$ cat src/logic/cmd_decoder_pkg.sv
// Constants, field layouts and carrier types for the sub-bit command decoder.
// Assumes a 10 MHz system clock and a single AHB-Lite master reaching the registers.
// How it works
// - Sample the data tone once per reference cycle, at one delayed instant.
// - Data tone high at sampling gives a one sub-bit pulse of 200 us.
// - Data tone low at sampling gives a zero sub-bit; never both at once.
// - Without reference amplitude no sampling instant occurs, so noise yields no sub-bits.
// - Sub-bit leading edge shifts the 5-bit register; trailing edge loads the value.
// - Three fixed patterns recognise address, one and zero bits.
// - An all-ones sub-bit stream matches none of the patterns.
// - A message is 3 address bits followed by 32 data bits.
// - With timer idle an address match anywhere restarts counting and starts the timer.
// - Missing-bit timer: two alternating 5.4 ms one-shots; running enables counted compares.
// - While running, sub-bits are counted and compared only at the fifth.
// - Second address bit clears data register, bit counter and output flip-flop.
// - With three address bits seen, data bits are admitted.
// - Each data bit retriggers the timer, shifts into data and counts.
// - The 32nd bit opens a 1 ms address-check window; a match sets the output.
// - A correct address fires two redundant 60 ms telemetry pulses.
// - A set output clears the address counter and presents 18 data bits.
// - Acknowledge clears data and output and fires two 60 ms telemetry pulses.
// - Without acknowledge, a set output holds the address counter at zero, so no later message is decoded.
// - Each bit is exactly five sub-bits.
// - The check covers the vehicle address and a 14-bit decoder address.
// - Each bit must arrive within its 5 ms period.
// - A missing bit or wrong address stops decoding of the current message.

package cmd_decoder_pkg;

  localparam int CLK_PERIOD_NS   = 100;
  localparam int SUBBIT_PULSE_NS = 200_000;
  localparam int MISSING_BIT_NS  = 5_400_000;
  localparam int CHECK_WINDOW_NS = 1_000_000;
  localparam int TELEMETRY_NS    = 60_000_000;

  // Pulse widths are least times, so they round up.
  localparam int SUBBIT_CYC  = (SUBBIT_PULSE_NS + CLK_PERIOD_NS - 1) / CLK_PERIOD_NS;
  localparam int MISSING_CYC = (MISSING_BIT_NS + CLK_PERIOD_NS - 1) / CLK_PERIOD_NS;
  localparam int WINDOW_CYC  = (CHECK_WINDOW_NS + CLK_PERIOD_NS - 1) / CLK_PERIOD_NS;
  localparam int TELEM_CYC   = (TELEMETRY_NS + CLK_PERIOD_NS - 1) / CLK_PERIOD_NS;

  localparam int SUBBITS_PER_BIT = 5;
  localparam int VEHICLE_BITS    = 3;
  localparam int WORD_BITS       = 32;
  localparam int DEC_ADDR_W      = 14;
  localparam int OUT_W           = 18;

  localparam logic [4:0] PAT_ONE  = 5'h1a;
  localparam logic [4:0] PAT_ZERO = 5'h05;
  localparam logic [4:0] PAT_ADDR = 5'h18;

  localparam logic [7:0] OFF_CTRL     = 8'h00;
  localparam logic [7:0] OFF_DEC_ADDR = 8'h04;
  localparam logic [7:0] OFF_SAMPLE   = 8'h08;
  localparam logic [7:0] OFF_STATUS   = 8'h0c;
  localparam logic [7:0] OFF_DATA     = 8'h10;

  localparam int CTRL_EN_BIT     = 0;
  localparam int STAT_MISS_BIT   = 10;
  localparam int STAT_FAIL_BIT   = 11;
  localparam logic        CTRL_RST     = 1'h1;
  localparam logic [13:0] DEC_ADDR_RST = 14'h0000;
  localparam logic [15:0] SAMPLE_RST   = 16'h09c4;

  typedef struct packed {
    logic       addr_fail;
    logic       missing_bit;
    logic       out_valid;
    logic       timer_run;
    logic [1:0] addr_count;
    logic [5:0] bit_count;
  } status_t;

  typedef struct packed {
    logic       hsel;
    logic [31:0] haddr;
    logic [1:0] htrans;
    logic       hwrite;
    logic [2:0] hsize;
    logic       hready;
  } ahb_req_t;

endpackage

$ cat src/logic/subbit_command_decoder.sv
// Sub-bit detector and main decoder for an uplinked command message.
// Assumes squared reference and data tones and a threshold level from the receiver,
// an acknowledge pulse from the flight data adapter, and an AHB-Lite master.
`timescale 1ns/1ps
`default_nettype none

module subbit_command_decoder
  import cmd_decoder_pkg::*;
#(
  parameter int MISS_CYC  = cmd_decoder_pkg::MISSING_CYC,
  parameter int WIN_CYC   = cmd_decoder_pkg::WINDOW_CYC,
  parameter int TELEM_LEN = cmd_decoder_pkg::TELEM_CYC
) (
  input  wire logic                              sys_clk,
  input  wire logic                              reset,
  input  wire logic                              ref_tone,
  input  wire logic                              data_tone,
  input  wire logic                              threshold_gate,
  input  wire logic                              ack_in,
  input  wire cmd_decoder_pkg::ahb_req_t         ahb_req,
  input  wire logic [31:0]                       hwdata,
  output logic                                   hreadyout,
  output logic                                   hresp,
  output logic [31:0]                            hrdata,
  output logic [cmd_decoder_pkg::OUT_W-1:0]      data_out,
  output logic                                   data_valid,
  output logic                                   subbit_one,
  output logic                                   subbit_zero,
  output logic [1:0]                             addr_ok_tm,
  output logic [1:0]                             ack_tm
);
  import cmd_decoder_pkg::*;

  localparam int MW = $clog2(MISS_CYC + 1);
  localparam int WW = $clog2(WIN_CYC + 1);
  localparam int TW = $clog2(TELEM_LEN + 1);
  localparam int SW = $clog2(SUBBIT_CYC + 1);
  localparam logic [MW-1:0] MISS_LOAD  = MW'(MISS_CYC);
  localparam logic [WW-1:0] WIN_LOAD   = WW'(WIN_CYC);
  localparam logic [TW-1:0] TELEM_LOAD = TW'(TELEM_LEN);
  localparam logic [SW-1:0] PULSE_LOAD = SW'(SUBBIT_CYC);
  localparam logic [2:0]    LAST_SUB   = 3'(SUBBITS_PER_BIT - 1);
  localparam logic [5:0]    LAST_BIT   = 6'(WORD_BITS - 1);
  localparam logic [5:0]    FULL_WORD  = 6'(WORD_BITS);
  localparam logic [1:0]    ALL_VEH    = 2'(VEHICLE_BITS);

  // Pin index order: 0 reference, 1 data tone, 2 threshold, 3 acknowledge.
  logic [3:0] pins;
  logic [3:0] s1_q, s2_q, s3_q, flt_q, prev_q;

  assign pins = {ack_in, threshold_gate, data_tone, ref_tone};

  always_ff @(posedge sys_clk or posedge reset) begin
    if (reset) begin
      s1_q   <= 4'h0;
      s2_q   <= 4'h0;
      s3_q   <= 4'h0;
      flt_q  <= 4'h0;
      prev_q <= 4'h0;
    end else begin
      s1_q   <= pins;
      s2_q   <= s1_q;
      s3_q   <= s2_q;
      prev_q <= flt_q;
      for (int i = 0; i < 4; i++) begin
        if (s2_q[i] == s3_q[i]) begin
          flt_q[i] <= s3_q[i];
        end
      end
    end
  end

  logic ref_rise, ack_rise, gate_ok;
  assign ref_rise = flt_q[0] & ~prev_q[0];
  assign ack_rise = flt_q[3] & ~prev_q[3];
  assign gate_ok  = flt_q[2];

  // Registers.
  logic        enable_q;
  logic [13:0] dec_addr_q;
  logic [15:0] sample_dly_q;
  logic        miss_flag_q, fail_flag_q;

  // Sampling one-shot: the delay places the instant mid-way into the data tone's
  // positive half; a zero delay would never fire, so it is forced to one.
  logic [15:0] samp_cnt_q;
  logic        sample_now;
  assign sample_now = (samp_cnt_q == 16'h0001);

  always_ff @(posedge sys_clk or posedge reset) begin
    if (reset) begin
      samp_cnt_q <= 16'h0000;
    end else if (!gate_ok || !enable_q) begin
      samp_cnt_q <= 16'h0000;
    end else if (ref_rise) begin
      samp_cnt_q <= (sample_dly_q == 16'h0000) ? 16'h0001 : sample_dly_q;
    end else if (samp_cnt_q != 16'h0000) begin
      samp_cnt_q <= samp_cnt_q - 16'h0001;
    end
  end

  // Sub-bit pulse stretcher.
  logic [SW-1:0] pulse_cnt_q;
  logic          subbit_one_q, subbit_zero_q;
  logic          sb_lead, sb_trail;
  assign sb_lead  = sample_now && (pulse_cnt_q == '0);
  assign sb_trail = (pulse_cnt_q == SW'(1));

  always_ff @(posedge sys_clk or posedge reset) begin
    if (reset) begin
      pulse_cnt_q   <= '0;
      subbit_one_q  <= 1'b0;
      subbit_zero_q <= 1'b0;
    end else if (sb_lead) begin
      pulse_cnt_q   <= PULSE_LOAD;
      subbit_one_q  <= flt_q[1];
      subbit_zero_q <= ~flt_q[1];
    end else if (sb_trail) begin
      pulse_cnt_q   <= '0;
      subbit_one_q  <= 1'b0;
      subbit_zero_q <= 1'b0;
    end else if (pulse_cnt_q != '0) begin
      pulse_cnt_q <= pulse_cnt_q - SW'(1);
    end
  end

  // Sub-bit shift register: the lead makes room, the trail writes the value.
  logic [4:0] sr5_q;
  logic [4:0] new_pat;
  assign new_pat = {sr5_q[4:1], subbit_one_q};

  always_ff @(posedge sys_clk or posedge reset) begin
    if (reset) begin
      sr5_q <= 5'h1f;
    end else if (sb_lead) begin
      sr5_q <= {sr5_q[3:0], 1'b0};
    end else if (sb_trail) begin
      sr5_q <= new_pat;
    end
  end

  // Comparators see the pattern as it is written on the trailing edge.
  logic x_hit, one_hit, zero_hit;
  assign x_hit    = (new_pat == PAT_ADDR);
  assign one_hit  = (new_pat == PAT_ONE);
  assign zero_hit = (new_pat == PAT_ZERO);

  // Missing-bit timer.
  logic [MW-1:0] mb_a_q, mb_b_q;
  logic          mb_sel_q, run_prev_q;
  logic          timer_run, timer_exp;
  assign timer_run = (mb_a_q != '0) || (mb_b_q != '0);
  assign timer_exp = run_prev_q && !timer_run;

  logic [2:0] cnt5_q;
  logic [1:0] cnt3_q;
  logic [5:0] cnt32_q;
  logic       out_ff_q;
  logic [31:0] data_q;
  logic        cmp_now, x_idle, x_cnt, bit_ok, retrig, clear_msg;

  assign cmp_now   = sb_trail && timer_run && (cnt5_q == LAST_SUB);
  assign x_idle    = sb_trail && !timer_run && x_hit && enable_q;
  assign x_cnt     = cmp_now && x_hit && (cnt3_q == 2'h1 || cnt3_q == 2'h2);
  assign bit_ok    = cmp_now && (one_hit || zero_hit) && (cnt3_q == ALL_VEH)
                     && (cnt32_q < FULL_WORD);
  assign retrig    = x_idle || x_cnt || bit_ok;
  assign clear_msg = x_cnt && (cnt3_q == 2'h1);

  always_ff @(posedge sys_clk or posedge reset) begin
    if (reset) begin
      mb_a_q     <= '0;
      mb_b_q     <= '0;
      mb_sel_q   <= 1'b0;
      run_prev_q <= 1'b0;
    end else begin
      run_prev_q <= timer_run;
      // Alternating one-shots overlap, so a retrigger never sees a gap.
      if (retrig && !mb_sel_q) begin
        mb_a_q <= MISS_LOAD;
      end else if (mb_a_q != '0) begin
        mb_a_q <= mb_a_q - MW'(1);
      end
      if (retrig && mb_sel_q) begin
        mb_b_q <= MISS_LOAD;
      end else if (mb_b_q != '0) begin
        mb_b_q <= mb_b_q - MW'(1);
      end
      if (retrig) begin
        mb_sel_q <= ~mb_sel_q;
      end
    end
  end

  // Sub-bit counter runs only while the timer runs.
  always_ff @(posedge sys_clk or posedge reset) begin
    if (reset) begin
      cnt5_q <= 3'h0;
    end else if (x_idle || !timer_run) begin
      cnt5_q <= 3'h0;
    end else if (sb_trail) begin
      cnt5_q <= (cnt5_q == LAST_SUB) ? 3'h0 : cnt5_q + 3'h1;
    end
  end

  // Address check window.
  logic [WW-1:0] win_cnt_q;
  logic          win_open, addr_match, out_set, win_fail;
  assign win_open   = (win_cnt_q != '0);
  assign addr_match = (data_q[WORD_BITS-1 -: DEC_ADDR_W] == dec_addr_q);
  assign out_set    = win_open && addr_match && !out_ff_q && (cnt3_q == ALL_VEH);
  assign win_fail   = (win_cnt_q == WW'(1)) && !out_set;

  always_ff @(posedge sys_clk or posedge reset) begin
    if (reset) begin
      win_cnt_q <= '0;
    end else if (bit_ok && cnt32_q == LAST_BIT) begin
      win_cnt_q <= WIN_LOAD;
    end else if (out_set || clear_msg) begin
      win_cnt_q <= '0;
    end else if (win_open) begin
      win_cnt_q <= win_cnt_q - WW'(1);
    end
  end

  // Vehicle-address counter. Any failure drops it to zero, which closes the data
  // path until a fresh address bit arrives with the timer idle.
  always_ff @(posedge sys_clk or posedge reset) begin
    if (reset) begin
      cnt3_q <= 2'h0;
    end else if (out_ff_q || timer_exp || win_fail) begin
      cnt3_q <= 2'h0;
    end else if (x_idle) begin
      cnt3_q <= 2'h1;
    end else if (x_cnt) begin
      cnt3_q <= cnt3_q + 2'h1;
    end
  end

  always_ff @(posedge sys_clk or posedge reset) begin
    if (reset) begin
      cnt32_q <= 6'h00;
    end else if (clear_msg) begin
      cnt32_q <= 6'h00;
    end else if (bit_ok) begin
      cnt32_q <= cnt32_q + 6'h01;
    end
  end

  always_ff @(posedge sys_clk or posedge reset) begin
    if (reset) begin
      data_q <= 32'h0000_0000;
    end else if (clear_msg || ack_rise) begin
      data_q <= 32'h0000_0000;
    end else if (bit_ok) begin
      data_q <= {data_q[30:0], one_hit};
    end
  end

  always_ff @(posedge sys_clk or posedge reset) begin
    if (reset) begin
      out_ff_q <= 1'b0;
    end else if (clear_msg || ack_rise) begin
      out_ff_q <= 1'b0;
    end else if (out_set) begin
      out_ff_q <= 1'b1;
    end
  end

  always_ff @(posedge sys_clk or posedge reset) begin
    if (reset) begin
      data_out   <= '0;
      data_valid <= 1'b0;
    end else begin
      data_out   <= out_ff_q ? data_q[OUT_W-1:0] : '0;
      data_valid <= out_ff_q;
    end
  end

  // Telemetry one-shots: two redundant copies for address and for acknowledge.
  logic [TW-1:0] tm_cnt_q [4];
  logic [3:0]    tm_fire;
  logic [3:0]    tm_out_q;
  assign tm_fire = {ack_rise, ack_rise, out_set, out_set};

  always_ff @(posedge sys_clk or posedge reset) begin
    if (reset) begin
      for (int i = 0; i < 4; i++) begin
        tm_cnt_q[i] <= '0;
      end
      tm_out_q <= 4'h0;
    end else begin
      for (int i = 0; i < 4; i++) begin
        if (tm_fire[i]) begin
          tm_cnt_q[i] <= TELEM_LOAD;
          tm_out_q[i] <= 1'b1;
        end else if (tm_cnt_q[i] == TW'(1)) begin
          tm_cnt_q[i] <= '0;
          tm_out_q[i] <= 1'b0;
        end else if (tm_cnt_q[i] != '0) begin
          tm_cnt_q[i] <= tm_cnt_q[i] - TW'(1);
        end
      end
    end
  end

  assign addr_ok_tm  = tm_out_q[1:0];
  assign ack_tm      = tm_out_q[3:2];
  assign subbit_one  = subbit_one_q;
  assign subbit_zero = subbit_zero_q;

  // AHB-Lite slave. Writes finish with no wait state; reads take one wait state so
  // that a write in the preceding data phase is already visible.
  logic       wr_pend_q, rd_pend_q;
  logic [7:0] dp_addr_q;
  logic       addr_phase;
  status_t    status;
  assign addr_phase = ahb_req.hsel && ahb_req.htrans[1] && ahb_req.hready;
  assign status = '{addr_fail: fail_flag_q, missing_bit: miss_flag_q, out_valid: out_ff_q,
                    timer_run: timer_run, addr_count: cnt3_q, bit_count: cnt32_q};

  function automatic logic [31:0] read_mux(input logic [7:0] a);
    case (a)
      OFF_CTRL:     read_mux = {31'h0, enable_q};
      OFF_DEC_ADDR: read_mux = {18'h0, dec_addr_q};
      OFF_SAMPLE:   read_mux = {16'h0, sample_dly_q};
      OFF_STATUS:   read_mux = {20'h0, status};
      OFF_DATA:     read_mux = data_q;
      default:      read_mux = 32'h0000_0000;
    endcase
  endfunction

  logic wr_en;
  assign wr_en = wr_pend_q;

  always_ff @(posedge sys_clk or posedge reset) begin
    if (reset) begin
      wr_pend_q <= 1'b0;
      rd_pend_q <= 1'b0;
      dp_addr_q <= 8'h00;
      hreadyout <= 1'b1;
      hrdata    <= 32'h0000_0000;
    end else begin
      wr_pend_q <= addr_phase && ahb_req.hwrite;
      rd_pend_q <= addr_phase && !ahb_req.hwrite;
      if (addr_phase) begin
        dp_addr_q <= {ahb_req.haddr[7:2], 2'b00};
      end
      hreadyout <= !(addr_phase && !ahb_req.hwrite);
      if (rd_pend_q) begin
        hrdata <= read_mux(dp_addr_q);
      end
    end
  end

  always_ff @(posedge sys_clk or posedge reset) begin
    if (reset) begin
      hresp <= 1'b0;
    end else begin
      hresp <= 1'b0;
    end
  end

  always_ff @(posedge sys_clk or posedge reset) begin
    if (reset) begin
      enable_q     <= CTRL_RST;
      dec_addr_q   <= DEC_ADDR_RST;
      sample_dly_q <= SAMPLE_RST;
    end else if (wr_en) begin
      case (dp_addr_q)
        OFF_CTRL:     enable_q     <= hwdata[CTRL_EN_BIT];
        OFF_DEC_ADDR: dec_addr_q   <= hwdata[DEC_ADDR_W-1:0];
        OFF_SAMPLE:   sample_dly_q <= hwdata[15:0];
        default:      ;
      endcase
    end
  end

  // Sticky fault flags: a new fault in the clearing cycle survives the clear.
  logic clr_stat;
  assign clr_stat = wr_en && (dp_addr_q == OFF_STATUS);

  always_ff @(posedge sys_clk or posedge reset) begin
    if (reset) begin
      miss_flag_q <= 1'b0;
      fail_flag_q <= 1'b0;
    end else begin
      if (timer_exp && cnt3_q != 2'h0) begin
        miss_flag_q <= 1'b1;
      end else if (clr_stat && hwdata[STAT_MISS_BIT]) begin
        miss_flag_q <= 1'b0;
      end
      if (win_fail) begin
        fail_flag_q <= 1'b1;
      end else if (clr_stat && hwdata[STAT_FAIL_BIT]) begin
        fail_flag_q <= 1'b0;
      end
    end
  end

endmodule // subbit_command_decoder

`default_nettype wire

$ cat config.mk
export PLATFORM = sky130hd
export DESIGN_NAME = subbit_command_decoder
export DESIGN_NICKNAME = d
export VERILOG_FILES = /design/src/logic/cmd_decoder_pkg.sv /design/src/logic/subbit_command_decoder.sv
export SDC_FILE = /design/constraint.sdc
export NUM_CORES = 1
export LEC_CHECK = 0
export BUFFER_PORTS_ARGS = -buffer_cell sky130_fd_sc_hd__clkbuf_2
export CORE_MARGIN = 2
export CORE_UTILIZATION = 54
export CTS_CLUSTER_SIZE = 14
export DETAILED_ROUTE_END_ITERATION = 10
export GPL_TIMING_DRIVEN = 0
export PLACE_DENSITY = 0.76
export SETUP_SLACK_MARGIN = 0.1
export SLEW_MARGIN = 5
export SYNTH_ARGS = -nofsm -noshare
export SYNTH_HDL_FRONTEND = slang
export SYNTH_SLANG_ARGS = --single-unit
$ cat constraint.sdc
create_clock -name sys_clk -period 11.75 [get_ports sys_clk]
set_input_delay 3.525 -clock sys_clk [delete_from_list [all_inputs] [get_ports sys_clk]]
set_output_delay 3.525 -clock sys_clk [all_outputs]
set_load 0.01 [all_outputs]
==> results.cfg, run 1 <==
[run_status]
status = complete, no violations

[sta]
fin_hold_ws_ns = 0.331
setup_violations = 0
report.final.slew_viol_count = 0
max_freq_mhz = 214
period_minus_slack_ns = 4.68
period_share = 0.398
rsz0062_at_grt = false
finalHoldViolCount = 0
slew_headroom = 0.227
skew_ns = 0.0250
max_slew.worst_pin.slew_ns = 1.16
setup_tns_ns = 0

[placed_design]
place_area_sq_mm = 0.0162
gp_congestion = 0.910
io_buffers = 89
dp.cells = 1981
dp_hpwl_um = 25100

[clocking]
hold_buffers = 0
cts_buffers = 36
worst_skew_pair.late_latency_ns = 0.52
cts_sinks = 321
htreeDepth = 2
cts_tree = done
cts-root-buf = clkbuf_16
post_cts_buffers = 0
clk_pin_slew_ns = 0.06
post_cts_resized = 0
clk_path_buf_depth = 3

[global_route]
grt_pass1_vias = 11600
overflow = 0
antenna_found_initial = 0
track_usage = 0.247
grt_first_pass_wirelength_um = 58200
grt_max_degree = 42

[floorplanning]
core_area_sq_mm = 0.0277
die_height_um = 171
start_util = 0.546
num_rows = 61
io_pins = 137
die_area_sq_mm = 0.0294
die_x_um = 171

[pwr]
powerDensity_mw_per_mm2 = 157
p_leak_nw = 8.12
ir_drop_mv = 0.0976
p_total_w = 0.00273

[worst_setup_path]
crit_type = reg2out
r2r-start = dp_addr_q[3]
cp_top_family = flip-flops
rr_worst_depth = 6
max_stage_delay_ns = 0.51
crit_chain = clkbuf_2
critPathBufInv = 1
r2r_slack_ns = 8.50
crit_slowest_cell = dfstp_2
endpoint_kind = output port
cp-start-kind = register
crit_required_ns = 8.23
startpoint = hreadyout
critPathMaxFanout = 1
critPathArrivalTime_ns = 1.15
r2r-end = hrdata[31]

[finish]
final_area_sq_mm = 0.0174
layout_common_cells = 309 x dfrtp_1, 201 x nand2_1, 155 x nor2_1, 89 x clkbuf_2, 76 x xor2_1
nets = 1750
nFillCells = 2229
instances_no_fill = 2044
synthToLayoutAreaGrowth_pct = 15.1
final_layout_size_suffix_gt1_frac = 0.139
final_common_cell = dfrtp_1
antennaDiodeCount = 0

[drt]
routedWlPerCell_um = 17.3
ant_nets = 0
drtIter0Drc = 752
first_pass_iters = 5
viasPerCell = 5.62
drt_drc_violations_left = 0
routed_wl_um = 35300
vias = 11500

[min_path]
worstHoldEndpoint = s2_q[2]
hp-start = s1_q[2]
hold_depth = 0
hp-class = reg2reg

[logic_synthesis]
synth_top_family_by_area = simple AND/OR/NAND/NOR gates
synth.distinct_cells = 66
syn-cell-area_sq_mm = 0.0151
synthAdderAreaFrac = 0.0283
synth-edff-count = 0
synth-async-reset-ratio = 1.00
synth_compound_area_frac = 0.0804
synth-simple-area-share = 0.210
ys_warn_count = 0
syn_inst = 1505
avgSynthCellArea_sq_um = 10.1
synth_flop_cell = dfrtp_1
yosysSeqAreaShare = 0.532
ys_ff_latch = 321
synthesis.nets = 1614
synthMuxAreaShare = 0.0340
synthXorXnorAreaFrac = 0.0845

[flow_run]
maxCapViolCount = 0
## layer usage
layer  part of all wire  track usage  vias up
met2               0.48        0.403      330
met1               0.43        0.331     5655
met3              0.056       0.0483       75
met4              0.033       0.0914        0
met5                  0            0        -
li1                   -            -     5436
## cell families (layout without fill, tap and decap cells)
kind of cell               count (synthesis)  after routing
buffers and inverters                    119            280
and+or+nand+nor                          642            642
adders and majority gates                 35             35
DFF                                      321            321
xor gates and xnor gates                 146            146
muxes                                     46             46
other                                      1              1
AOI/OAI and AO/OA                        195            195
## stage by stage
stage | setup WS (ns) | utilization
2_1_floorplan | 3.95 | -
4_1_cts | 7.05 | 0.629
3_5_place_dp | 6.96 | 0.586
6_report | 7.07 | 0.629
3_3_place_gp | 2.11 | 0.579
5_1_grt | 7.05 | 0.629
## sequential cells by signal (all words and copies together) (netlist names), 2 cells and up
| signal | flops |
|---|---|
| win_cnt_q | 14 |
| dec_addr_q | 14 |
| samp_cnt_q | 16 |
| cnt32_q | 6 |
| s2_q | 4 |
| tm_out_q | 4 |
| sr5_q | 5 |
| s3_q | 4 |
| flt_q | 4 |
| cnt3_q | 2 |
| s1_q | 4 |
| data_q | 32 |
| pulse_cnt_q | 11 |
| mb_a_q | 16 |
| data_out | 18 |
| dp_addr_q | 6 |
| hrdata | 32 |
| cnt5_q | 3 |
| prev_q | 2 |
| sample_dly_q | 16 |
| mb_b_q | 16 |
| tm_cnt_q | 80 |
## worst max-delay path by stage
| stage | end | slack (ns) | cells past startpoint |
|---|---|---|---|
| after floorplan | cnt32_q[0] | 3.95 | 1 |
| after CTS | hreadyout | 7.05 | 1 |
| after detailed placement | sample_dly_q[6] | 6.96 | 5 |
| after global routing | subbit_one | 7.05 | 1 |
| after global placement | tm_cnt_q[20] | 2.11 | 2 |
| final | hreadyout | 7.07 | 1 |
## layout make-up
class / count / area, sq um / area share
Buffer: 54 / 221 / 0.0127
Clock buffer: 56 / 1080 / 0.0619
Clock inverter: 7 / 98.8 / 0.00568
Tap cell: 378 / 473 / 0.0272
Sequential cell: 321 / 8050 / 0.462
Multi-Input combinational cell: 1065 / 6610 / 0.380
Inverter: 65 / 248 / 0.0142
Timing Repair Buffer: 98 / 633 / 0.0364
## cell usage after synthesis (37+ instances only)
master	count	area share
nand2_1	201	0.050
inv_1	65	0.016
clkbuf_1	37	0.0092
nor3_1	41	0.014
mux2_2	43	0.032
xor2_1	76	0.044
nor2_1	155	0.038
dfrtp_1	309	0.51
o21ai_0	64	0.021
a21oi_1	45	0.015
nand3_1	62	0.021
nor4_1	39	0.016
xnor2_1	70	0.041
## power by group
part	internal, W	switching (W)	leakage, nW
sequential	0.00119	0.0000892	4.18
clock	0.000675	0.000441	0.573
combinational	0.000151	0.000187	3.36
(Power assumes the default switching activity.)
==> run 2, diff against run 1 <==
--- a/config.mk
+++ b/config.mk
@@ -11,7 +11,7 @@
 export CTS_CLUSTER_SIZE = 14
 export DETAILED_ROUTE_END_ITERATION = 10
 export GPL_TIMING_DRIVEN = 0
-export PLACE_DENSITY = 0.76
+export PLACE_DENSITY = 0.73
 export SETUP_SLACK_MARGIN = 0.1
 export SLEW_MARGIN = 5
 export SYNTH_ARGS = -nofsm -noshare
==> constraint.sdc (replaced) <==
create_clock -name sys_clk -period 4.4 [get_ports sys_clk]
set_input_delay 1.32 -clock sys_clk [delete_from_list [all_inputs] [get_ports sys_clk]]
set_output_delay 1.32 -clock sys_clk [all_outputs]
set_load 0.01 [all_outputs]
==> run 2 against run 1 <==
Clock-buffer cell count down 6. Die area unchanged. Total power rose to 2.7 times the previous value. Worst setup slack worse by 5.8 ns. Critical path depth up 5. Hold slack better by 0.015 ns. First-iteration DRC count up 11%. Register-to-register slack worse by 7.2 ns. Non-clock buffer count unchanged. Final area up 0.53%. Combinational power rose to 2.7 times the previous value. Largest cell class unchanged.
==> results.cfg, run 2 (synthesis results as in run 1) <==
[drt]
routedWlPerCell_um = 16.9
vias = 11400
ant_nets = 0
drt_drc_violations_left = 0
drtIter0Drc = 836
routed_wl_um = 34500
viasPerCell = 5.56
first_pass_iters = 5

[min_path]
hp-class = reg2reg

[worst_setup_path]
endpoint_kind = register
critPathBufInv = 2
crit_chain = or4_1, nor3b_1, clkbuf_1, buf_1, nand3_1, o21ai_0
critPathMaxFanout = 10
cp_top_family = simple AND/OR/NAND/NOR gates
crit_required_ns = 4.84
max_stage_delay_ns = 0.84
crit_slowest_cell = nor3b_1
critPathArrivalTime_ns = 3.54
cp-start-kind = register
crit_type = reg2reg

[pwr]
p_leak_nw = 8.17
ir_drop_mv = 0.352
p_total_w = 0.00749
powerDensity_mw_per_mm2 = 428

[finish]
nets = 1750
largest_register = tm_cnt_q
largest_reg_flops = 80
antennaDiodeCount = 0
top_regs = tm_cnt_q x80, data_q x32, hrdata x32
final_common_cell = dfrtp_1
synthToLayoutAreaGrowth_pct = 15.7
layout_common_cells = 309 x dfrtp_1, 201 x nand2_1, 155 x nor2_1, 89 x clkbuf_2, 76 x xor2_1
final_layout_size_suffix_gt1_frac = 0.145
final_util = 0.632
nFillCells = 2260

[sta]
skew_ns = 0.0213
setup_ws_ns = 1.30
rsz0062_at_grt = false
period_minus_slack_ns = 3.10
report.final.slew_viol_count = 0
max_slew.worst_pin.slew_ns = 1.08
finalHoldViolCount = 0
setup_violations = 0
period_share = 0.704
slew_headroom = 0.274
max_freq_mhz = 323

[floorplanning]
start_util = 0.546
core_area_sq_mm = 0.0277
num_rows = 61
die_area_sq_mm = 0.0294
die_x_um = 171
die_height_um = 171
io_pins = 137

[clocking]
post_cts_resized = 0
post_cts_buffers = 0
worst_skew_pair.late_latency_ns = 0.52
cts_sinks = 321
htreeDepth = 2
clk_pin_slew_ns = 0.06
cts_tree = done
cts_buffers = 36
clk_path_buf_depth = 3
hold_buffers = 0
cts-root-buf = clkbuf_16

[global_route]
grt_first_pass_wirelength_um = 57500
grt_max_degree = 42
overflow = 0
grt_pass1_vias = 11200
track_usage = 0.244
antenna_found_initial = 0

[placed_design]
io_buffers = 89
pre_cts_ws_ns = 1.31
dp_hpwl_um = 24900
gp_congestion = 0.848

[run_status]
status = complete, no violations

[flow_run]
maxCapViolCount = 0
## run 2: changes by cell type in the layout (fill, tap and decap cells not counted), moves of 2 or more
cell | before | now
clkinv_2 | 3 | 6
clkbuf_1 | 49 | 42
clkbuf_8 | 6 | 8
bufinv_16 | 2 | 5
inv_6 | 0 | 3
## run 2: metrics by stage
stage	area (sq um)	cells	setup TNS [ns]	hold WS, ns
after detailed placement	16200	1981	0	0.335
final	17500	2047	0	0.346
after global routing	17500	2047	0	0.354
after CTS	17500	2047	0	0.347
after global placement	16000	1972	-935.55	0.335
after floorplan	15100	1505	-368.46	0.331
## run 2: worst paths after layout
| kind | from | end | slack (ns) | cells after the start |
|---|---|---|---|---|
| max in group asynchronous | reset | hreadyout | 1.95 | 7 |
| setup reg to reg | dp_addr_q[3] | hrdata[20] | 1.30 | 6 |
| hold reg to reg | s1_q[3] | s2_q[3] | 0.35 | 0 |
| setup / recovery | dp_addr_q[3] | hrdata[20] | 1.30 | 6 |
| hold / removal | s1_q[3] | s2_q[3] | 0.35 | 0 |
| min in group asynchronous | reset | samp_cnt_q[8] | 0.88 | 2 |
## run 2: final cells by class
cell class,count,area (sq um),share of cell area
flip-flops and latches,321,8050,0.460
multi-input cells,1065,6610,0.378
clock buffers,50,1050,0.0602
repair buffers,98,626,0.0357
well taps,378,473,0.0270
inverters,65,248,0.0142
clock inverters,16,223,0.0127
plain buffers,54,221,0.0127
## run 2: report_power, final
group | internal (W) | switching, W | leakage [nW]
Sequential | 0.00317 | 0.000236 | 4.18
Clock | 0.00198 | 0.00121 | 0.631
Combinational | 0.000403 | 0.000499 | 3.36
Total | 0.00555 | 0.00194 | 8.17
## run 2: per-layer routing
metal | part of all wire | track usage | up-vias
li1 | - | - | 5440
met1 | 0.45 | 0.336 | 5567
met2 | 0.47 | 0.395 | 323
met3 | 0.058 | 0.0446 | 55
met4 | 0.027 | 0.0766 | 0
met5 | 0 | 0 | -
